$ cat config.mk
export PLATFORM = sky130hd
export DESIGN_NAME = tcoa_top
export DESIGN_NICKNAME = d
export VERILOG_FILES = /design/src/tcoa_pkg.sv /design/src/tcoa_sync.sv /design/src/tcoa_out.sv /design/src/tcoa_top.sv
export SDC_FILE = /design/constraint.sdc
export NUM_CORES = 1
export LEC_CHECK = 0
export ABC_AREA = 1
export BUFFER_PORTS_ARGS = -buffer_cell sky130_fd_sc_hd__clkbuf_2
export CAP_MARGIN = 10
export CORE_MARGIN = 3
export CORE_UTILIZATION = 35
export CTS_BUF_LIST = sky130_fd_sc_hd__clkbuf_8
export CTS_CLUSTER_SIZE = 30
export DETAILED_ROUTE_END_ITERATION = 7
export GPL_TIMING_DRIVEN = 0
export PLACE_DENSITY = 0.5
export SLEW_MARGIN = 20
export SYNTH_ARGS = -nofsm -noshare
export SYNTH_HDL_FRONTEND = slang
export SYNTH_HIERARCHICAL = 1
export SYNTH_SLANG_ARGS = --single-unit
$ cat constraint.sdc
create_clock -name SYS_CLK -period 2.4 [get_ports SYS_CLK]
set_clock_uncertainty 0.05 [all_clocks]
set_input_delay 0.12 -clock SYS_CLK [delete_from_list [all_inputs] [get_ports SYS_CLK]]
set_output_delay 0.12 -clock SYS_CLK [all_outputs]
set_load 0.05 [all_outputs]
$ cat src/tcoa_pkg.sv
// tcoa_pkg: register map, field positions and action codes of the
// timer control and compare output slice.
// assumes an 8-bit register bus with a 6-bit byte address.
`default_nettype none
package tcoa_pkg;
  localparam int AW  = 6;
  localparam int DW  = 8;
  localparam int NCH = 8;

  localparam logic [5:0] ADDR_IOS      = 6'h00;
  localparam logic [5:0] ADDR_FORCE    = 6'h01;
  localparam logic [5:0] ADDR_MASK     = 6'h02;
  localparam logic [5:0] ADDR_DATA     = 6'h03;
  localparam logic [5:0] ADDR_CNT_HI   = 6'h04;
  localparam logic [5:0] ADDR_CNT_LO   = 6'h05;
  localparam logic [5:0] ADDR_CTRL1    = 6'h06;
  localparam logic [5:0] ADDR_TOV      = 6'h07;
  localparam logic [5:0] ADDR_ACT_UP   = 6'h08;
  localparam logic [5:0] ADDR_ACT_LO   = 6'h09;
  localparam logic [5:0] ADDR_CTRL2    = 6'h0D;
  localparam logic [5:0] ADDR_CHFLG    = 6'h0E;
  localparam logic [5:0] ADDR_OVFLG    = 6'h0F;
  localparam logic [5:0] ADDR_CHV_LOW  = 6'h10;
  localparam logic [5:0] ADDR_CHV_HIGH = 6'h1F;
  localparam logic [5:0] ADDR_ACCFLG   = 6'h21;
  localparam logic [5:0] ADDR_ACC_HI   = 6'h22;
  localparam logic [5:0] ADDR_ACC_LO   = 6'h23;
  localparam logic [5:0] ADDR_PPS      = 6'h2E;
  localparam logic [5:0] ADDR_DISC     = 6'h30;
  localparam logic [5:0] ADDR_PINS     = 6'h31;

  localparam int CHV_IDX_LSB  = 1;
  localparam int CHV_IDX_MSB  = 3;
  localparam int ON_BIT       = 7;
  localparam int WAIT_BIT     = 6;
  localparam int FRZ_BIT      = 5;
  localparam int FFC_BIT      = 4;
  localparam int PRECISION_SELECT_BIT     = 3;
  localparam int PR_MSB       = 2;
  localparam int OVF_BIT      = 7;
  localparam int ACC_OVF_BIT  = 1;
  localparam int ACC_EDGE_BIT = 0;

  localparam logic [7:0] RST_BYTE = 8'h00;
  localparam logic [7:0] ONE_BYTE = 8'h01;

  typedef enum logic [1:0] {
    ACT_NONE   = 2'b00,
    ACT_TOGGLE = 2'b01,
    ACT_LOW    = 2'b10,
    ACT_HIGH   = 2'b11
  } tcoa_act_t;
endpackage
`default_nettype wire

$ cat src/tcoa_sync.sv
// tcoa_sync: two-flop synchroniser for pin levels.
// assumes the inputs are asynchronous levels, not pulses.
`default_nettype none
module tcoa_sync #(
  parameter int W = 8
) (
  input  wire logic         clk,
  input  wire logic         rst_b,
  input  wire logic [W-1:0] d,
  output var  logic [W-1:0] q
);
  logic [W-1:0] meta_ff;

  always_ff @(posedge clk) begin
    if (!rst_b) begin
      meta_ff <= '0;
      q       <= '0;
    end else begin
      meta_ff <= d;
      q       <= meta_ff;
    end
  end
endmodule
`default_nettype wire

$ cat src/tcoa_out.sv
// tcoa_out: per-channel compare output latch and pin drive enable.
// assumes events are single-cycle pulses on the bus clock.
`default_nettype none
module tcoa_out #(
  parameter int N = 8
) (
  input  wire logic         clk,
  input  wire logic         rst_b,
  input  wire logic [N-1:0] ios,
  input  wire logic [N-1:0] mask,
  input  wire logic [N-1:0] data,
  input  wire logic [N-1:0] disc,
  input  wire logic [N-1:0] toggle_on_overflow_bit,
  input  wire logic [N-1:0] act_m,
  input  wire logic [N-1:0] act_l,
  input  wire logic         ch7_evt,
  input  wire logic         ovf_evt,
  input  wire logic [N-1:0] match,
  input  wire logic [N-1:0] force_evt,
  output var  logic [N-1:0] pin_o,
  output var  logic [N-1:0] pin_oe_b
);
  logic [N-1:0] nxt_out;
  logic [N-1:0] nxt_oe_b;

  function automatic logic apply_act(input logic cur, input tcoa_pkg::tcoa_act_t code);
    case (code)
      tcoa_pkg::ACT_TOGGLE: apply_act = ~cur;
      tcoa_pkg::ACT_LOW:    apply_act = 1'b0;
      tcoa_pkg::ACT_HIGH:   apply_act = 1'b1;
      default:              apply_act = cur;
    endcase
  endfunction

  // later assignments win: compare first, then toggle, then channel 7 override
  always_comb begin
    for (int i = 0; i < N; i++) begin
      nxt_out[i] = pin_o[i];
      if (ios[i]) begin
        if (match[i] || force_evt[i]) begin
          nxt_out[i] = apply_act(pin_o[i], tcoa_pkg::tcoa_act_t'({act_m[i], act_l[i]}));
        end
        if (ovf_evt && toggle_on_overflow_bit[i]) begin
          nxt_out[i] = ~pin_o[i];
        end
        if (ch7_evt && mask[i]) begin
          nxt_out[i] = data[i];
        end
      end
    end
  end

  // masked channels drive too, so the channel 7 data can reach the pin
  always_comb begin
    for (int i = 0; i < N; i++) begin
      nxt_oe_b[i] = ~(ios[i] & ~disc[i] & (act_m[i] | act_l[i] | mask[i]));
    end
  end

  always_ff @(posedge clk) begin
    if (!rst_b) begin
      pin_o    <= '0;
      pin_oe_b <= '1;
    end else begin
      pin_o    <= nxt_out;
      pin_oe_b <= nxt_oe_b;
    end
  end
endmodule
`default_nettype wire

$ cat src/tcoa_top.sv
// tcoa_top: timer enable, stop controls, fast flag clearing, prescaler
// choice, toggle on overflow and compare output actions of 8 channels.
// assumes counter, comparators, capture edge logic and accumulator sit
// outside on SYS_CLK and hand in single-cycle event pulses.
//
// Overview of operation
// - timer off halts timer and counter
// - divide-by-64 clock only while timer active
// - wait stop halts timer and accumulator
// - freeze stop halts counter, not accumulator
// - fast clear: capture read or compare write clears flag
// - fast clear: counter access clears overflow flag
// - fast clear: accumulator access clears its flags
// - precision bit picks precision or legacy prescale
// - precision bit writable once after reset
// - toggle output on overflow in compare mode
// - toggle beats force, loses to channel 7
// - action code: none, toggle, low, high
// - nonzero action code makes a connected compare pin output
// - mask adds channel 7 data on top of own action
// - channel 7 masked takes data; others both
// - normal clear: write one while enabled
`default_nettype none
module tcoa_top #(
  parameter int NCH = tcoa_pkg::NCH
) (
  input  wire logic                    SYS_CLK,
  input  wire logic                    RST_B,
  input  wire logic [tcoa_pkg::AW-1:0] BUS_ADDR,
  input  wire logic [tcoa_pkg::DW-1:0] BUS_WDATA,
  input  wire logic                    BUS_WR,
  input  wire logic                    BUS_RD,
  output var  logic [tcoa_pkg::DW-1:0] BUS_RDATA,
  input  wire logic                    CPU_WAIT,
  input  wire logic                    CPU_FREEZE,
  input  wire logic                    ACCUM_ON,
  input  wire logic                    CNT_OVF,
  input  wire logic [NCH-1:0]          CMP_MATCH,
  input  wire logic [NCH-1:0]          CAPTURE_EVT,
  input  wire logic                    ACC_OVF_EVT,
  input  wire logic                    ACC_EDGE_EVT,
  input  wire logic [NCH-1:0]          CHAN_PIN_I,
  output var  logic [NCH-1:0]          CHAN_PIN_O,
  output var  logic [NCH-1:0]          CHAN_PIN_OE_B,
  output var  logic                    TIMER_ACTIVE,
  output var  logic                    COUNTER_RUN,
  output var  logic                    ACCUM_RUN,
  output var  logic                    ACCUM_DIV64_EN,
  output var  logic                    PRESCALE_PRECISE,
  output var  logic [7:0]              PRESCALE_DIV_M1,
  output var  logic [NCH-1:0]          CHAN_FLAGS,
  output var  logic                    OVF_FLAG,
  output var  logic [1:0]              ACC_FLAGS
);

  // control registers
  logic [NCH-1:0] ios_ff;
  logic [NCH-1:0] mask_ff;
  logic [NCH-1:0] data_ff;
  logic [NCH-1:0] disc_ff;
  logic [NCH-1:0] tov_ff;
  logic [7:0]     act_up_ff;
  logic [7:0]     act_lo_ff;
  logic [2:0]     pr_ff;
  logic [7:0]     pps_ff;
  logic           timer_on_ff;
  logic           stop_in_wait_ff;
  logic           stop_in_freeze_ff;
  logic           fast_flag_clear_ff;
  logic           precision_select_ff;
  logic           prec_locked_ff;

  // flags and bus answer
  logic [NCH-1:0] chflg_ff;
  logic           ovflg_ff;
  logic [1:0]     accflg_ff;
  logic [7:0]     rdata_ff;
  logic [NCH-1:0] force_ff;

  // derived
  logic [NCH-1:0] pins_sync;
  logic [NCH-1:0] act_m;
  logic [NCH-1:0] act_l;
  logic [NCH-1:0] nxt_chflg;
  logic [NCH-1:0] ch_set;
  logic [NCH-1:0] ch_clr;
  logic [NCH-1:0] fast_ch;
  logic [NCH-1:0] match_q;
  logic [7:0]     nxt_rdata;
  logic [2:0]     chv_idx;
  logic           nxt_ovflg;
  logic [1:0]     nxt_accflg;
  logic           clr_allowed;
  logic           chv_hit;
  logic           cnt_hit;
  logic           acc_hit;
  logic           ovf_q;
  logic           ch7_evt;
  logic           nxt_active;

  function automatic logic [7:0] legacy_div_m1(input logic [2:0] pr);
    legacy_div_m1 = 8'((tcoa_pkg::ONE_BYTE << pr) - tcoa_pkg::ONE_BYTE);
  endfunction

  function automatic logic wr_at(input logic [5:0] a);
    wr_at = BUS_WR && (BUS_ADDR == a);
  endfunction

  tcoa_sync #(
    .W (NCH)
  ) u_pin_sync (
    .clk   (SYS_CLK),
    .rst_b (RST_B),
    .d     (CHAN_PIN_I),
    .q     (pins_sync)
  );

  // register writes; everything clears on reset
  always_ff @(posedge SYS_CLK) begin
    if (!RST_B) begin
      ios_ff    <= tcoa_pkg::RST_BYTE;
      mask_ff   <= tcoa_pkg::RST_BYTE;
      data_ff   <= tcoa_pkg::RST_BYTE;
      disc_ff   <= tcoa_pkg::RST_BYTE;
      tov_ff    <= tcoa_pkg::RST_BYTE;
      act_up_ff <= tcoa_pkg::RST_BYTE;
      act_lo_ff <= tcoa_pkg::RST_BYTE;
      pr_ff     <= 3'h0;
      pps_ff    <= tcoa_pkg::RST_BYTE;
    end else begin
      if (wr_at(tcoa_pkg::ADDR_IOS)) begin
        ios_ff <= BUS_WDATA;
      end
      if (wr_at(tcoa_pkg::ADDR_MASK)) begin
        mask_ff <= BUS_WDATA;
      end
      if (wr_at(tcoa_pkg::ADDR_DATA)) begin
        data_ff <= BUS_WDATA;
      end
      if (wr_at(tcoa_pkg::ADDR_DISC)) begin
        disc_ff <= BUS_WDATA;
      end
      if (wr_at(tcoa_pkg::ADDR_TOV)) begin
        tov_ff <= BUS_WDATA;
      end
      if (wr_at(tcoa_pkg::ADDR_ACT_UP)) begin
        act_up_ff <= BUS_WDATA;
      end
      if (wr_at(tcoa_pkg::ADDR_ACT_LO)) begin
        act_lo_ff <= BUS_WDATA;
      end
      if (wr_at(tcoa_pkg::ADDR_CTRL2)) begin
        pr_ff <= BUS_WDATA[tcoa_pkg::PR_MSB:0];
      end
      if (wr_at(tcoa_pkg::ADDR_PPS)) begin
        pps_ff <= BUS_WDATA;
      end
    end
  end

  // system control one; the precision bit takes only the first write
  always_ff @(posedge SYS_CLK) begin
    if (!RST_B) begin
      timer_on_ff         <= 1'b0;
      stop_in_wait_ff     <= 1'b0;
      stop_in_freeze_ff   <= 1'b0;
      fast_flag_clear_ff  <= 1'b0;
      precision_select_ff <= 1'b0;
      prec_locked_ff      <= 1'b0;
    end else if (wr_at(tcoa_pkg::ADDR_CTRL1)) begin
      timer_on_ff        <= BUS_WDATA[tcoa_pkg::ON_BIT];
      stop_in_wait_ff    <= BUS_WDATA[tcoa_pkg::WAIT_BIT];
      stop_in_freeze_ff  <= BUS_WDATA[tcoa_pkg::FRZ_BIT];
      fast_flag_clear_ff <= BUS_WDATA[tcoa_pkg::FFC_BIT];
      prec_locked_ff     <= 1'b1;
      if (!prec_locked_ff) begin
        precision_select_ff <= BUS_WDATA[tcoa_pkg::PRECISION_SELECT_BIT];
      end
    end
  end

  // forced compare is a one-cycle strobe, reads back as zero
  always_ff @(posedge SYS_CLK) begin
    if (!RST_B) begin
      force_ff <= tcoa_pkg::RST_BYTE;
    end else if (wr_at(tcoa_pkg::ADDR_FORCE)) begin
      force_ff <= BUS_WDATA;
    end else begin
      force_ff <= tcoa_pkg::RST_BYTE;
    end
  end

  // run controls feed counter, prescaler and accumulator outside
  assign nxt_active = timer_on_ff & ~(CPU_WAIT & stop_in_wait_ff);

  always_ff @(posedge SYS_CLK) begin
    if (!RST_B) begin
      TIMER_ACTIVE     <= 1'b0;
      COUNTER_RUN      <= 1'b0;
      ACCUM_RUN        <= 1'b0;
      ACCUM_DIV64_EN   <= 1'b0;
      PRESCALE_PRECISE <= 1'b0;
      PRESCALE_DIV_M1  <= tcoa_pkg::RST_BYTE;
    end else begin
      TIMER_ACTIVE     <= nxt_active;
      COUNTER_RUN      <= nxt_active & ~(CPU_FREEZE & stop_in_freeze_ff);
      ACCUM_RUN        <= ACCUM_ON & ~(CPU_WAIT & stop_in_wait_ff);
      ACCUM_DIV64_EN   <= nxt_active;
      PRESCALE_PRECISE <= precision_select_ff;
      PRESCALE_DIV_M1  <= precision_select_ff ? pps_ff : legacy_div_m1(pr_ff);
    end
  end

  // action code pairs: upper byte holds channels 7..4, two bits each
  always_comb begin
    for (int i = 0; i < NCH / 2; i++) begin
      act_m[i + 4] = act_up_ff[2 * i + 1];
      act_l[i + 4] = act_up_ff[2 * i];
      act_m[i]     = act_lo_ff[2 * i + 1];
      act_l[i]     = act_lo_ff[2 * i];
    end
  end

  // match and overflow events only count while the counter runs; a halted counter is silent
  assign match_q = CMP_MATCH & {NCH{COUNTER_RUN}};
  assign ovf_q   = CNT_OVF & COUNTER_RUN;
  assign ch7_evt = (match_q[NCH-1] | (ovf_q & tov_ff[NCH-1])) & ios_ff[NCH-1];

  tcoa_out #(
    .N (NCH)
  ) u_out (
    .clk       (SYS_CLK),
    .rst_b     (RST_B),
    .ios       (ios_ff),
    .mask      (mask_ff),
    .data      (data_ff),
    .disc      (disc_ff),
    .toggle_on_overflow_bit       (tov_ff),
    .act_m     (act_m),
    .act_l     (act_l),
    .ch7_evt   (ch7_evt),
    .ovf_evt   (ovf_q),
    .match     (match_q),
    .force_evt (force_ff),
    .pin_o     (CHAN_PIN_O),
    .pin_oe_b  (CHAN_PIN_OE_B)
  );

  // address classes for fast clearing
  assign chv_idx = BUS_ADDR[tcoa_pkg::CHV_IDX_MSB:tcoa_pkg::CHV_IDX_LSB];
  assign chv_hit = (BUS_ADDR >= tcoa_pkg::ADDR_CHV_LOW) && (BUS_ADDR <= tcoa_pkg::ADDR_CHV_HIGH);
  assign cnt_hit = (BUS_ADDR == tcoa_pkg::ADDR_CNT_HI) || (BUS_ADDR == tcoa_pkg::ADDR_CNT_LO);
  assign acc_hit = (BUS_ADDR == tcoa_pkg::ADDR_ACC_HI) || (BUS_ADDR == tcoa_pkg::ADDR_ACC_LO);
  assign clr_allowed = timer_on_ff | ACCUM_ON;

  // capture channels clear on read, compare channels on write
  always_comb begin
    fast_ch = '0;
    if (fast_flag_clear_ff && chv_hit) begin
      if (BUS_RD && !ios_ff[chv_idx]) begin
        fast_ch[chv_idx] = 1'b1;
      end
      if (BUS_WR && ios_ff[chv_idx]) begin
        fast_ch[chv_idx] = 1'b1;
      end
    end
  end

  // a forced compare does not raise the flag
  assign ch_set = (match_q & ios_ff & ~force_ff) | (CAPTURE_EVT & ~ios_ff);
  assign ch_clr = (wr_at(tcoa_pkg::ADDR_CHFLG) && clr_allowed) ? BUS_WDATA : '0;

  // set wins over any clear in the same cycle
  assign nxt_chflg = (chflg_ff & ~(ch_clr | fast_ch)) | ch_set;

  always_comb begin
    nxt_ovflg = ovflg_ff;
    if (wr_at(tcoa_pkg::ADDR_OVFLG) && clr_allowed && BUS_WDATA[tcoa_pkg::OVF_BIT]) begin
      nxt_ovflg = 1'b0;
    end
    if (fast_flag_clear_ff && cnt_hit && (BUS_RD || BUS_WR)) begin
      nxt_ovflg = 1'b0;
    end
    if (ovf_q) begin
      nxt_ovflg = 1'b1;
    end
  end

  always_comb begin
    nxt_accflg = accflg_ff;
    if (wr_at(tcoa_pkg::ADDR_ACCFLG) && clr_allowed) begin
      nxt_accflg = accflg_ff & ~BUS_WDATA[tcoa_pkg::ACC_OVF_BIT:tcoa_pkg::ACC_EDGE_BIT];
    end
    if (fast_flag_clear_ff && acc_hit && (BUS_RD || BUS_WR)) begin
      nxt_accflg = 2'h0;
    end
    if (ACC_OVF_EVT) begin
      nxt_accflg[tcoa_pkg::ACC_OVF_BIT] = 1'b1;
    end
    if (ACC_EDGE_EVT) begin
      nxt_accflg[tcoa_pkg::ACC_EDGE_BIT] = 1'b1;
    end
  end

  always_ff @(posedge SYS_CLK) begin
    if (!RST_B) begin
      chflg_ff  <= tcoa_pkg::RST_BYTE;
      ovflg_ff  <= 1'b0;
      accflg_ff <= 2'h0;
    end else begin
      chflg_ff  <= nxt_chflg;
      ovflg_ff  <= nxt_ovflg;
      accflg_ff <= nxt_accflg;
    end
  end

  assign CHAN_FLAGS = chflg_ff;
  assign OVF_FLAG   = ovflg_ff;
  assign ACC_FLAGS  = accflg_ff;

  // read mux; unmapped and foreign addresses answer zero
  always_comb begin
    nxt_rdata = tcoa_pkg::RST_BYTE;
    if (BUS_RD) begin
      case (BUS_ADDR)
        tcoa_pkg::ADDR_IOS:    nxt_rdata = ios_ff;
        tcoa_pkg::ADDR_MASK:   nxt_rdata = mask_ff;
        tcoa_pkg::ADDR_DATA:   nxt_rdata = data_ff;
        tcoa_pkg::ADDR_CTRL1: begin
          nxt_rdata = tcoa_pkg::RST_BYTE;
          nxt_rdata[tcoa_pkg::ON_BIT]   = timer_on_ff;
          nxt_rdata[tcoa_pkg::WAIT_BIT] = stop_in_wait_ff;
          nxt_rdata[tcoa_pkg::FRZ_BIT]  = stop_in_freeze_ff;
          nxt_rdata[tcoa_pkg::FFC_BIT]  = fast_flag_clear_ff;
          nxt_rdata[tcoa_pkg::PRECISION_SELECT_BIT] = precision_select_ff;
        end
        tcoa_pkg::ADDR_TOV:    nxt_rdata = tov_ff;
        tcoa_pkg::ADDR_ACT_UP: nxt_rdata = act_up_ff;
        tcoa_pkg::ADDR_ACT_LO: nxt_rdata = act_lo_ff;
        tcoa_pkg::ADDR_CTRL2:  nxt_rdata = {5'h00, pr_ff};
        tcoa_pkg::ADDR_CHFLG:  nxt_rdata = chflg_ff;
        tcoa_pkg::ADDR_OVFLG: begin
          nxt_rdata = tcoa_pkg::RST_BYTE;
          nxt_rdata[tcoa_pkg::OVF_BIT] = ovflg_ff;
        end
        tcoa_pkg::ADDR_ACCFLG: nxt_rdata = {6'h00, accflg_ff};
        tcoa_pkg::ADDR_PPS:    nxt_rdata = pps_ff;
        tcoa_pkg::ADDR_DISC:   nxt_rdata = disc_ff;
        tcoa_pkg::ADDR_PINS:   nxt_rdata = pins_sync;
        default:               nxt_rdata = tcoa_pkg::RST_BYTE;
      endcase
    end
  end

  // read data stands for exactly the cycle after the strobe
  always_ff @(posedge SYS_CLK) begin
    if (!RST_B) begin
      rdata_ff <= tcoa_pkg::RST_BYTE;
    end else begin
      rdata_ff <= nxt_rdata;
    end
  end

  assign BUS_RDATA = rdata_ff;

endmodule
`default_nettype wire

* Word-level counts from Yosys, hierarchy flattened *
Cells that the tools add are included.

cells by class
  add/sub/neg operators = 1
  order comparisons = 4
  equal/unequal tests = 42
  shift-type cells = 1
  multiplexer cells = 50
  bitwise gates (word level) = 83
  reduce and logical (&&, ||, !) cells = 86

operators by type and width
  cell                                                                   count
  8-bit one-hot mux with 14 select lines                                 1
  8-bit 2-to-1 mux                                                       6
  1-bit logical AND                                                      43
  8-bit AND                                                              5
  5-bit nonzero test                                                     8
  6-bit equality test, second input constant                             6
  3-bit nonzero test                                                     11
  2-bit equality test, second input constant                             16
  8-bit bitwise OR                                                       4
  1-bit 2-to-1 mux                                                       31
  6-bit by 4-bit equality test with 1-bit output, second input constant  5
  1-bit NOT                                                              27
  1-bit AND                                                              24
  6-bit by 3-bit equality test with 1-bit output, second input constant  4
  8-bit NOT                                                              3
  1-bit one-hot mux with 3 select lines                                  8
  3-bit AND reduction                                                    8
  1-bit bitwise OR                                                       18
  2-bit by 1-bit equality test with 1-bit output, second input constant  8
  6-bit by 2-bit equality test with 1-bit output, second input constant  2
  1-bit logical OR                                                       11
  1-bit by 3-bit left shift with 8-bit output, first input constant      1
  8-bit by 1-bit subtractor with 8-bit output, second input constant     1
  6-bit by 1-bit equality test with 1-bit output, second input constant  1
  other kinds (12)                                                       15

word-level totals
  flip-flop bits (word level) = 144
  input port bits = 48
  output and inout bits = 48
  logic and storage cells = 304

* Logic depth before layout (Yosys ltp) *
Gate-level depths: netlist of the first run.

  depth after elaboration = 13
  mapped depth = 15
  mapped depth without buffers = 12

* Cells and area by module *
Netlist of the first run, hierarchy kept.

modules (own cells, without submodules)
  module     times used  cells each  area an instance (µm²)  sequential area each (µm²)
  tcoa_top   1           682         4,972.3                 2,242.2
  tcoa_out   1           252         1,386.3                 320.3
  tcoa_sync  1           50          484.2                   320.3

* Worst setup path after synthesis of the first run *
No wires, ideal clock.

  path kind = reg-to-reg
  start point = reg COUNTER_RUN
  end point = reg u_out.pin_o[0]
  library setup time = 0.113 ns
  arrival time = 1.892 ns
  required time = 2.237 ns
  slack = 0.345 ns
  stages on the path, launching flop included = 15
  path buffers = 3
  clock period less this slack = 2.055 ns
  cells stage by stage = dfxtp_1 > clkbuf_1 > nand2_1 > inv_1 > nand2_1 > a21oi_1 > buf_6 > buf_12 > nand2_4 > nand2_2 > inv_2 > nand2_2 > nand3_1 > nor2_1 > nor2_1

on the way
  longest elaborated chain between the ends = 7
  elaborated cells between the ends (all ways) = 13
  those cells by class = mux (2); bitwise (5); reduce/logical (6)

RTL lines
  what                                                                       line             source
  start, declared                                                            tcoa_top.sv:46   output var logic COUNTER_RUN,
  start signal, assigned                                                     tcoa_top.sv:206  COUNTER_RUN <= nxt_active & ~(CPU_FREEZE & stop_in_freeze_ff);
  1-bit AND                                                                  tcoa_top.sv:226  assign ovf_q = CNT_OVF & COUNTER_RUN;
  1-bit AND                                                                  tcoa_top.sv:227  assign ch7_evt = (match_q[NCH-1] | (ovf_q & tov_ff[NCH-1])) & ios_ff[NCH-1];
  1-bit bitwise OR *                                                         tcoa_top.sv:227
  1-bit AND *                                                                tcoa_top.sv:227
  via ch7_evt                                                                tcoa_top.sv:98   logic ch7_evt;
  1-bit logical AND *                                                        tcoa_out.sv:46   if (ch7_evt && mask[i]) begin
  5-bit nonzero test (no line) / 3-bit nonzero test (equally long branches)  n/a
  3-bit AND reduction (no line)                                              n/a
  end signal, assigned                                                       tcoa_out.sv:65   pin_o <= nxt_out;
  end, declared                                                              tcoa_out.sv:20   output var logic [N-1:0] pin_o,

Mark *: on every way through the listed nets, which the timed path passes. The rest lies on a longest branch.
A chain may end at the register's enable or synchronous reset.

* Final worst setup path of the first run *
  start point = reg ios_ff[4]
  end point = reg chflg_ff[6] (netlist: CHAN_FLAGS[6])

on the way
  longest elaborated chain between the ends = 13
  elaborated cells between the ends (all ways) = 14
  those cells by class = mux (6); bitwise (5); reduce/logical (3)

RTL lines
  what                                         line                              source
  start, declared                              tcoa_top.sv:57                    logic [NCH-1:0] ios_ff;
  start signal, assigned                       tcoa_top.sv:121                   ios_ff <= tcoa_pkg::RST_BYTE;
  1-bit binary-select mux with 3-bit select *  tcoa_top.sv:260, tcoa_top.sv:263
  1-bit 2-to-1 mux (implied by the code) *     tcoa_top.sv:260, tcoa_top.sv:263
  1-bit logical NOT                            tcoa_top.sv:260                   if (BUS_RD && !ios_ff[chv_idx]) begin
  1-bit logical AND                            tcoa_top.sv:260
  8-bit 2-to-1 mux                             tcoa_top.sv:260
  8-bit 2-to-1 mux                             tcoa_top.sv:259                   if (fast_flag_clear_ff && chv_hit) begin
  8-bit bitwise OR (no line)                   n/a
  8-bit 2-to-1 mux *                           tcoa_top.sv:263                   if (BUS_WR && ios_ff[chv_idx]) begin
  8-bit 2-to-1 mux *                           tcoa_top.sv:259
  8-bit bitwise OR *                           tcoa_top.sv:274                   assign nxt_chflg = (chflg_ff & ~(ch_clr | fast_ch)) | ch_set;
  8-bit NOT *                                  tcoa_top.sv:274
  8-bit AND *                                  tcoa_top.sv:274
  8-bit bitwise OR *                           tcoa_top.sv:274
  end signal, assigned                         tcoa_top.sv:307                   chflg_ff <= tcoa_pkg::RST_BYTE;
  end signal, assigned                         tcoa_top.sv:311                   chflg_ff <= nxt_chflg;
  end, declared                                tcoa_top.sv:74                    logic [NCH-1:0] chflg_ff;

Mark *: on every way between the ends. The rest lies on a longest branch, timed or not. The select of a mux whose other input is x is not followed.

==> flow_metrics.tcl, run 1 <==
set metrics [dict create \
    run_status "finished clean" \
    final_max_slew_viol_count 0 \
    die_area_mm2 0.0213 \
    final_layout_size_suffix_gt1_frac 0.159 \
    yosys.area_share.xor_xnor 0.00128 \
    grt_util_all_layers 0.242 \
    antenna_found_initial 1 \
    max_freq_mhz 452 \
    antenna_violating_nets_post_route 0 \
    tritoncts_num_sinks 144 \
    drt-total-wl_um 25500 \
    grt_max_degree 17 \
    critPathLaunch "ios_ff[4]" \
    critPathTopFamily "simple AND/OR/NAND/NOR gates" \
    power.leakage_uw 0.00387 \
    instances_no_fill 1410 \
    cts_inserted_buffers 17 \
    design_area_mm2 0.00840 \
    number_of_buffers_inserted_by_port_buffering 93 \
    post_synth_fa_ha_maj_area_fraction 0.0128 \
    layout.cells.most_common "nand2_1" \
    dieWidth_um 146 \
    hold_violations 0 \
    htree_num_levels 4 \
    initial_core_util 0.361 \
    critical-path-max-stage-delay_ns 0.56 \
    timing.critical_path.buf_inv 2 \
    antenna_cells_inserted 0 \
    combinational_family_with_the_most_area_after_synthesis "simple AND/OR/NAND/NOR gates" \
    cts.path.max_buffers 2 \
    io-pin-count 96 \
    cp-end-kind "flip-flop" \
    dp.final_hpwl_um 19200 \
    cp_cell_sequence "inv_1, nand2_1, nand2_1, nor2_1, nor2_1, nand3_1, nand3_1, nand2_1, a21oi_1, dlygate4sd3_1" \
    worstSkewPairLatency_ns 0.47 \
    peakVddDrop_v 0.000315 \
    min_period_ns 2.21 \
    yosys-mux-area-fraction 0 \
    syn-cell-area_mm2 0.00684 \
    chipHeight_um 146 \
    yosysUniqueCellTypes 39 \
    power_total_uw 4630 \
    synth-seq-cells 144 \
    routed-via-count 6977 \
    crit_arrival_ns 2.57 \
    final_min_period_over_clock_period 0.922 \
    dpl.cell_count 1337 \
    synth_area_per_cell_um2 6.95 \
    global_route.overflow_total 0 \
    setup_tns_ns 0 \
    vias_per_cell 4.95 \
    nNetsFinal 1192 \
    vias_in_the_first_global_route 6726 \
    drt_drc_violations_left 0 \
    cts_setup_buffers 0 \
    tightest_slew_ns 0.865 \
    setup_viol 0 \
    critPathSlowestCell "dlygate4sd3_1" \
    place_congestion 0.934 \
    most-common-layout-cells "nand2_1, inv_1, dfxtp_1" \
    synth_cells 984 \
    timing.critical_path.required_ns 2.76 \
    synth_simple_gate_area_frac 0.263 \
    post_dp_cell_area_mm2 0.00763 \
    hold_startpoint "BUS_WDATA[2]" \
    worstSetupStartpointType "flip-flop" \
    seq_area_frac_synth 0.421 \
    maxCapViolCount 0 \
    timing.hold.worst.class "in2reg" \
    headroom_to_the_max_slew_limit 0.422 \
    core-area_mm2 0.0190 \
    routedWlPerCell_um 18.1 \
    critical_path_peak_fanout 8 \
    yosysWarnings 6 \
    most_repeated_library_cell_on_the_critical_path "nand2_1" \
    drt-initial-drc-count 470 \
    std_cell_rows 50 \
    synth_fp_nets 1039 \
    reg2reg_from "ios_ff[4]" \
    grt_setup_unrepaired "no" \
    fraction_of_the_mapped_netlist_area_in_compound_gates 0.179 \
    cts.reportedPaths.clkPinSlew_ns 0.08 \
    tritoncts_clock_tree "done" \
    worst_hold_slack_ns 0.0244 \
    ctsRootBufferMaster "clkbuf_8" \
    grt_first_pass_wirelength_um 39500 \
    worst-setup-path-type "reg2reg" \
    power-per-cell-area_mw_per_mm2 551 \
    area.growth.synth_to_final_pct 22.7 \
    drt_first_pass_iters 5 \
]
[metal layers]
layer	track usage	vias to the layer above	wire length [um]
li1	-	3461	-
met5	0	-	7
met1	0.333	3239	11700
met4	0.0888	2	646
met2	0.382	241	11500
met3	0.0424	34	1690
[final cells by class]
type                       count  area, um2
sequential                   144       2880
tap                          260        325
buffer                        30        218
clock buffer                  19        262
inverter                     167        627
multi-input combinational    643       3120
clock inverter                13       90.1
timing repair buffer         134        876
fill                        2014      10600
[state kept, by name (all words and copies together) (netlist names), 2 cells and up]
name and count:
BUS_RDATA 8, pps_ff 8, ACC_FLAGS 2, ios_ff 8, force_ff 8, u_out/pin_o 8, tov_ff 8, data_ff 8
u_pin_sync/meta_ff 8, disc_ff 8, act_lo_ff 8, CHAN_FLAGS 8, act_up_ff 8, pr_ff 3, u_pin_sync/q 8, mask_ff 8
u_out/pin_oe_b 8, PRESCALE_DIV_M1 8
[repair_timing]
item,CTS,global route
hold endpoints to repair,43,0
gates resized for setup,1,0
hold buffers,41,0
endpoints found under the setup margin,3,0
[cells in the mapped netlist, drive strengths merged]
| cell | instances | area (um2) |
|---|---|---|
| o2bb2ai | 1 | 8.76 |
| o211a | 1 | 10.0 |
| nor2 | 95 | 419 |
| nor3 | 25 | 153 |
| a31oi | 3 | 18.8 |
| dfxtp | 144 | 2880 |
| nand3b | 1 | 7.51 |
| nand3 | 40 | 205 |
| o21ai | 82 | 410 |
| buf | 18 | 160 |
| nand2 | 240 | 956 |
| a21oi | 106 | 534 |
| o211ai | 4 | 30.0 |
| inv | 167 | 627 |
| o32ai | 1 | 8.76 |
| o22ai | 9 | 56.3 |
| a22oi | 3 | 22.5 |
| clkbuf | 12 | 56.3 |
| ha | 7 | 87.6 |
| a21boi | 3 | 22.5 |
| a211oi | 3 | 22.5 |
| nand4 | 9 | 56.3 |
| xor2 | 1 | 8.76 |
| o2111ai | 9 | 78.8 |
[final timing paths]
| kind | cells past startpoint | slack (ns) | endpoint |
|---|---|---|---|
| max | 10 | 0.19 | CHAN_FLAGS[6] |
| min | 3 | 0.02 | pps_ff[2] |
| min reg2reg | 2 | 0.37 | u_pin_sync/q[7] |
| max reg2reg | 10 | 0.19 | CHAN_FLAGS[6] |
[kinds of logic after synthesis]
kind of cell               count (synthesis)
AOI/OAI and AO/OA                        225
xor gates and xnor gates                   1
adders and majority gates                  7
buffers and inverters                    197
DFF                                      144
and+or+nand+nor                          410
[through the flow]
stage | setup WS (ns) | util
2_1_floorplan | 0.345 | -
3_3_place_gp | -0.0795 | 0.403
3_5_place_dp | -0.0945 | 0.403
4_1_cts | 0.243 | 0.443
5_1_grt | 0.0688 | 0.443
6_report | 0.186 | 0.443
[where the power goes]
part           leakage, uW  switching [uW]  total [uW]  internal, uW
Combinational      0.00253             279         416           136
Sequential         0.00117            25.5        2450          2420
Clock             0.000173             999        1760           765
Total              0.00387            1300        4630          3330
[worst reg2reg max path: cells and delay by family, from the launching register on]
kind                   cells  cell delay [ns]
AO/OA/AOI/OAI              1             0.12
buffers and inverters      2             0.72
flip-flops                 1             0.38
AND/OR/NAND/NOR            7             0.88
No activity file was read; power rests on OpenSTA's default activity.
==> inputs of run 2 (changes only) <==
--- a/config.mk
+++ b/config.mk
@@ -7,14 +7,14 @@
 export LEC_CHECK = 0
 export ABC_AREA = 1
 export BUFFER_PORTS_ARGS = -buffer_cell sky130_fd_sc_hd__clkbuf_2
-export CAP_MARGIN = 10
+export CAP_MARGIN = 25
 export CORE_MARGIN = 3
-export CORE_UTILIZATION = 35
+export CORE_UTILIZATION = 60
 export CTS_BUF_LIST = sky130_fd_sc_hd__clkbuf_8
 export CTS_CLUSTER_SIZE = 30
 export DETAILED_ROUTE_END_ITERATION = 7
 export GPL_TIMING_DRIVEN = 0
-export PLACE_DENSITY = 0.5
+export PLACE_DENSITY = 0.8
 export SLEW_MARGIN = 20
 export SYNTH_ARGS = -nofsm -noshare
 export SYNTH_HDL_FRONTEND = slang
==> flow_metrics.tcl, run 2 (same netlist as run 1, synthesis figures left out) <==
set metrics [dict create \
    run_status "finished clean" \
    hold_startpoint "BUS_WR" \
    drt-total-wl_um 24200 \
    routed-via-count 7490 \
    postLayoutSetupSlackWorst_ns 0.210 \
    post-place-ws_ns 0.0312 \
    global_route.overflow_total 0 \
    io-pin-count 96 \
    global_route.peak_usage_layer "met2" \
    most_repeated_library_cell_on_the_critical_path "nand2_1" \
    peakVddDrop_v 0.000494 \
    internal-power_uw 3690 \
    tritoncts_clock_tree "done" \
    drt_first_pass_iters 6 \
    tritoncts_num_sinks 144 \
    power-per-cell-area_mw_per_mm2 595 \
    cts_setup_buffers 0 \
    drt-initial-drc-count 1037 \
    maxCapViolCount 0 \
    grt_util_met1 0.485 \
    grt_util_all_layers 0.385 \
    nNetsFinal 1194 \
    crit_arrival_ns 2.50 \
    critical_path_peak_fanout 8 \
    critPathLaunch "ios_ff[4]" \
    vias_per_cell 5.80 \
    drt_drc_violations_left 0 \
    antenna_found_initial 0 \
    timing.hold.worst.class "in2reg" \
    netSwitchingPower_uw 1280 \
    fin_util 0.760 \
    number_of_buffers_inserted_by_port_buffering 93 \
    place_congestion 1.04 \
    chipHeight_um 113 \
    core-area_mm2 0.0110 \
    setup_tns_ns 0 \
    die_area_mm2 0.0127 \
    dp.final_hpwl_um 16900 \
    worst-setup-path-type "reg2reg" \
    worstSkewPairLatency_ns 0.47 \
    combPwrFrac 0.085 \
    critical-path-max-stage-delay_ns 0.60 \
    worst_hold_slack_ns 0.0242 \
    timing.critical_path.buf_inv 2 \
    ctsRootBufferMaster "clkbuf_8" \
    antenna_cells_inserted 0 \
    power.leakage_uw 0.00391 \
    std_cell_rows 38 \
    cp_cell_sequence "inv_1, nand2_1, nand2_1, nor2_1, nor2_1, nand2_1, nand2_1, nand3_1, nand2_1, a21oi_1, dlygate4sd3_1" \
    timing.critical_path.required_ns 2.70 \
    final_layout_size_suffix_gt1_frac 0.161 \
    p_seq_frac 0.494 \
    routedWlPerCell_um 18.8 \
    initial_core_util 0.623 \
    final_min_period_over_clock_period 0.913 \
    gr-usage-met3 0.0781 \
    clockPowerShare 0.422 \
    tightest_slew_ns 0.823 \
    max_freq_mhz 457 \
    hold_violations 0 \
    headroom_to_the_max_slew_limit 0.449 \
    filler_cell_count 862 \
    critPathSlowestCell "dlygate4sd3_1" \
    groute.layer.met2.usage 0.618 \
    grt_setup_unrepaired "no" \
    critPathTopFamily "simple AND/OR/NAND/NOR gates" \
    htree_num_levels 4 \
    cp-end-kind "flip-flop" \
    dpl.cell_count 1217 \
    cts.path.max_buffers 2 \
    min_period_ns 2.19 \
    switching_share 0.257 \
    cts.reportedPaths.clkPinSlew_ns 0.08 \
    grt_first_pass_wirelength_um 37600 \
    instances_no_fill 1292 \
    cts_inserted_buffers 17 \
    vias_in_the_first_global_route 7132 \
    antenna_violating_nets_post_route 0 \
    grt_max_degree 17 \
    dieWidth_um 113 \
    most-common-layout-cells "nand2_1, inv_1, dfxtp_1" \
    worstSetupStartpointType "flip-flop" \
    final_max_slew_viol_count 0 \
    setup_viol 0 \
    reg2reg_from "ios_ff[4]" \
    area.growth.synth_to_final_pct 22.0 \
    layout.cells.most_common "nand2_1" \
]
run 2: path summary, 6_finish.rpt:
kind,endpoint,slack [ns],depth (start not counted)
worst max-delay path,CHAN_FLAGS[6],0.21,11
worst min-delay path,tov_ff[1],0.02,3
worst min register to register,u_pin_sync/q[3],0.38,2
worst max register to register,CHAN_FLAGS[6],0.21,11
run 2: what timing repair did:
item | in CTS | in global routing
setup endpoints to repair | 0 | 9
resized for setup | 0 | 3
hold endpoints to repair | 53 | 0
hold buffers | 43 | 0
run 2: worst register-to-register path, delay by kind of cell (launching register included):
family | cells | cell delay (ns)
flip-flops | 1 | 0.37
AO/OA/AOI/OAI | 1 | 0.07
buffers and inverters | 2 | 0.74
AND/OR/NAND/NOR | 8 | 0.86
run 2: metrics by stage:
step	instance area [um2]	power, uW
floorplan	6840	2710
global placement	7480	2850
detailed placement	7480	2850
CTS	8340	4940
global route	8350	5080
finish	8350	4970
run 2: area by class of cell:
type | instances | area, um2 | share of cell area
Clock buffer | 17 | 234 | 0.0280
Buffer | 30 | 218 | 0.0261
Sequential cell | 144 | 2880 | 0.345
Multi-Input combinational cell | 643 | 3120 | 0.374
Clock inverter | 15 | 194 | 0.0232
Timing Repair Buffer | 136 | 896 | 0.107
Inverter | 167 | 627 | 0.0751
Tap cell | 140 | 175 | 0.0210
run 2: power groups by stage:
stage	Combinational (uW)	Clock [uW]	Sequential, uW
global route	448	2180	2450
CTS	402	2090	2450
detailed placement	346	0	2500
floorplan	159	0	2550
finish	422	2090	2450
global placement	344	0	2500
run 2: layer usage:
layer	wire (um)	vias to the layer above
li1	-	3466
met2	10900	518
met1	9390	3388
met3	2550	118
met5	0	-
met4	1370	0
==> inputs of run 3 (changes only) <==
--- a/config.mk
+++ b/config.mk
@@ -14,7 +14,7 @@
 export CTS_CLUSTER_SIZE = 30
 export DETAILED_ROUTE_END_ITERATION = 7
 export GPL_TIMING_DRIVEN = 0
-export PLACE_DENSITY = 0.8
+export PLACE_DENSITY = 0.83
 export SLEW_MARGIN = 20
 export SYNTH_ARGS = -nofsm -noshare
 export SYNTH_HDL_FRONTEND = slang
==> constraint.sdc (replaced) <==
create_clock -name SYS_CLK -period 2.1 [get_ports SYS_CLK]
set_clock_uncertainty 0.05 [all_clocks]
set_input_delay 0.105 -clock SYS_CLK [delete_from_list [all_inputs] [get_ports SYS_CLK]]
set_output_delay 0.105 -clock SYS_CLK [all_outputs]
set_load 0.05 [all_outputs]
==> flow_metrics.tcl, run 3 (same netlist as run 1, synthesis figures left out) <==
set metrics [dict create \
    run_status "finished clean" \
    most-common-layout-cells "nand2_1, inv_1, dfxtp_1" \
    cts.path.max_buffers 2 \
    cts_inserted_buffers 17 \
    dp.final_hpwl_um 16800 \
    dpl.cell_count 1217 \
    min_period_ns 1.99 \
    initial_core_util 0.623 \
    cp-end-kind "flip-flop" \
    setup_tns_ns 0 \
    worstSkewPairLatency_ns 0.47 \
    final_min_period_over_clock_period 0.946 \
    peakVddDrop_v 0.000528 \
    drt_first_pass_iters 7 \
    worst_hold_slack_ns 0.0248 \
    timing.critical_path.required_ns 2.38 \
    setup_viol 0 \
    hold_violations 0 \
    instances_no_fill 1292 \
    tritoncts_clock_tree "done" \
    cts_setup_buffers 0 \
    timing.reg2reg.setup_slack_ns 0.11 \
    global_route.overflow_total 0 \
    drt-initial-drc-count 1039 \
    timing.hold.worst.class "in2reg" \
    worstRegToRegCells 8 \
    vias_per_cell 5.74 \
    multi_input_comb_area_mm2 0.00312 \
    place_congestion 1.00 \
    final_layout_size_suffix_gt1_frac 0.160 \
    drt-total-wl_um 24400 \
    vias_in_the_first_global_route 6988 \
    number_of_buffers_inserted_by_port_buffering 93 \
    std_cell_rows 38 \
    crit_arrival_ns 2.27 \
    grt_util_all_layers 0.382 \
    maxCapViolCount 0 \
    area.growth.synth_to_final_pct 21.8 \
    chipHeight_um 113 \
    drt_drc_violations_left 0 \
    sequential_cell_area_mm2 0.00289 \
    routedWlPerCell_um 18.9 \
    power.leakage_uw 0.00391 \
    headroom_to_the_max_slew_limit 0.468 \
    critPathLaunch "timer_on_ff" \
    die_area_mm2 0.0127 \
    antenna_cells_inserted 0 \
    final_max_slew_viol_count 0 \
    layout.cells.most_common "nand2_1" \
    core-area_mm2 0.0110 \
    reg2reg_from "timer_on_ff" \
    tritoncts_num_sinks 144 \
    power_total_uw 5570 \
    ctsRootBufferMaster "clkbuf_8" \
    capture_point_of_the_worst_reg_to_reg_path "ACC_FLAGS[1]" \
    critical_path_peak_fanout 3 \
    worst-setup-path-type "reg2reg" \
    io-pin-count 96 \
    power-per-cell-area_mw_per_mm2 668 \
    cts.reportedPaths.clkPinSlew_ns 0.08 \
    worstSetupStartpointType "flip-flop" \
    dieWidth_um 113 \
    tightest_slew_ns 0.795 \
    timing.critical_path.to "ACC_FLAGS[1]" \
    max_freq_mhz 504 \
    grt_first_pass_wirelength_um 37200 \
    grt_max_degree 17 \
    filler_cell_count 852 \
    antenna_found_initial 0 \
    routed-via-count 7416 \
    antenna_violating_nets_post_route 0 \
    nNetsFinal 1194 \
    grt_setup_unrepaired "yes" \
    fin_util 0.759 \
    htree_num_levels 4 \
]
## run 3: cell count changes in the layout (fill, tap and decap cells not counted), sizes merged
| cell | delta |
|---|---|
| clkinvlp | -2 |
| bufinv | -1 |
| clkbuf | +1 |
| clkinv | +1 |
| dlygate4sd3 | +1 |
## run 3: report_power, final
group	switching (uW)	internal [uW]
clock	1070	1220
combinational	321	159
sequential	30.5	2770
total	1430	4140
## run 3: cell type report
type	count	area share
multi-input cells	643	0.375
clock inverters	13	0.0174
repair buffers	137	0.109
plain buffers	29	0.0255
clock buffers	19	0.0314
well taps	140	0.0210
inverters	167	0.0752
flip-flops and latches	144	0.346
## run 3: worst min-delay path by stage
stage,start,endpoint,depth (start not counted)
after floorplan,CHAN_PIN_I[2],u_pin_sync/meta_ff[2],2
after global placement,CHAN_PIN_I[7],u_pin_sync/meta_ff[7],3
after detailed placement,CHAN_PIN_I[6],u_pin_sync/meta_ff[6],3
after CTS,BUS_WDATA[0],pr_ff[0],3
after global routing,BUS_WDATA[0],tov_ff[0],3
final,BUS_WDATA[0],pps_ff[0],3
## run 3: critical path, cell delays in order, from the launching register on
cell	delay [ns]
dfxtp_1	0.40
inv_1	0.09
a21oi_2	0.20
inv_2	0.10
nor3_2	0.16
nand2_1	0.08
a31oi_1	0.15
dlygate4sd3_1	0.57
nor2_1	0.04
## run 3: repair_timing
action,4_1_cts,5_1_grt
setup endpoints to repair,8,3
gates resized for setup,1,2
hold buffers,44,0
gates cloned,0,0
endpoints found under the hold margin,56,0
## run 3: through the flow
stage / area (um2) / worst slack [ns]
4_1_cts: 8330 / 0.0785
3_5_place_dp: 7480 / -0.179
6_report: 8340 / 0.114
3_3_place_gp: 7480 / -0.206
2_1_floorplan: 6840 / 0.0449
5_1_grt: 8340 / -0.0215
## run 3: metal layers
metal	up-vias	share of wire	track usage
li1	3470	-	-
met4	0	0.053	0.188
met5	-	0	0
met2	549	0.45	0.611
met1	3283	0.38	0.479
met3	114	0.11	0.0995
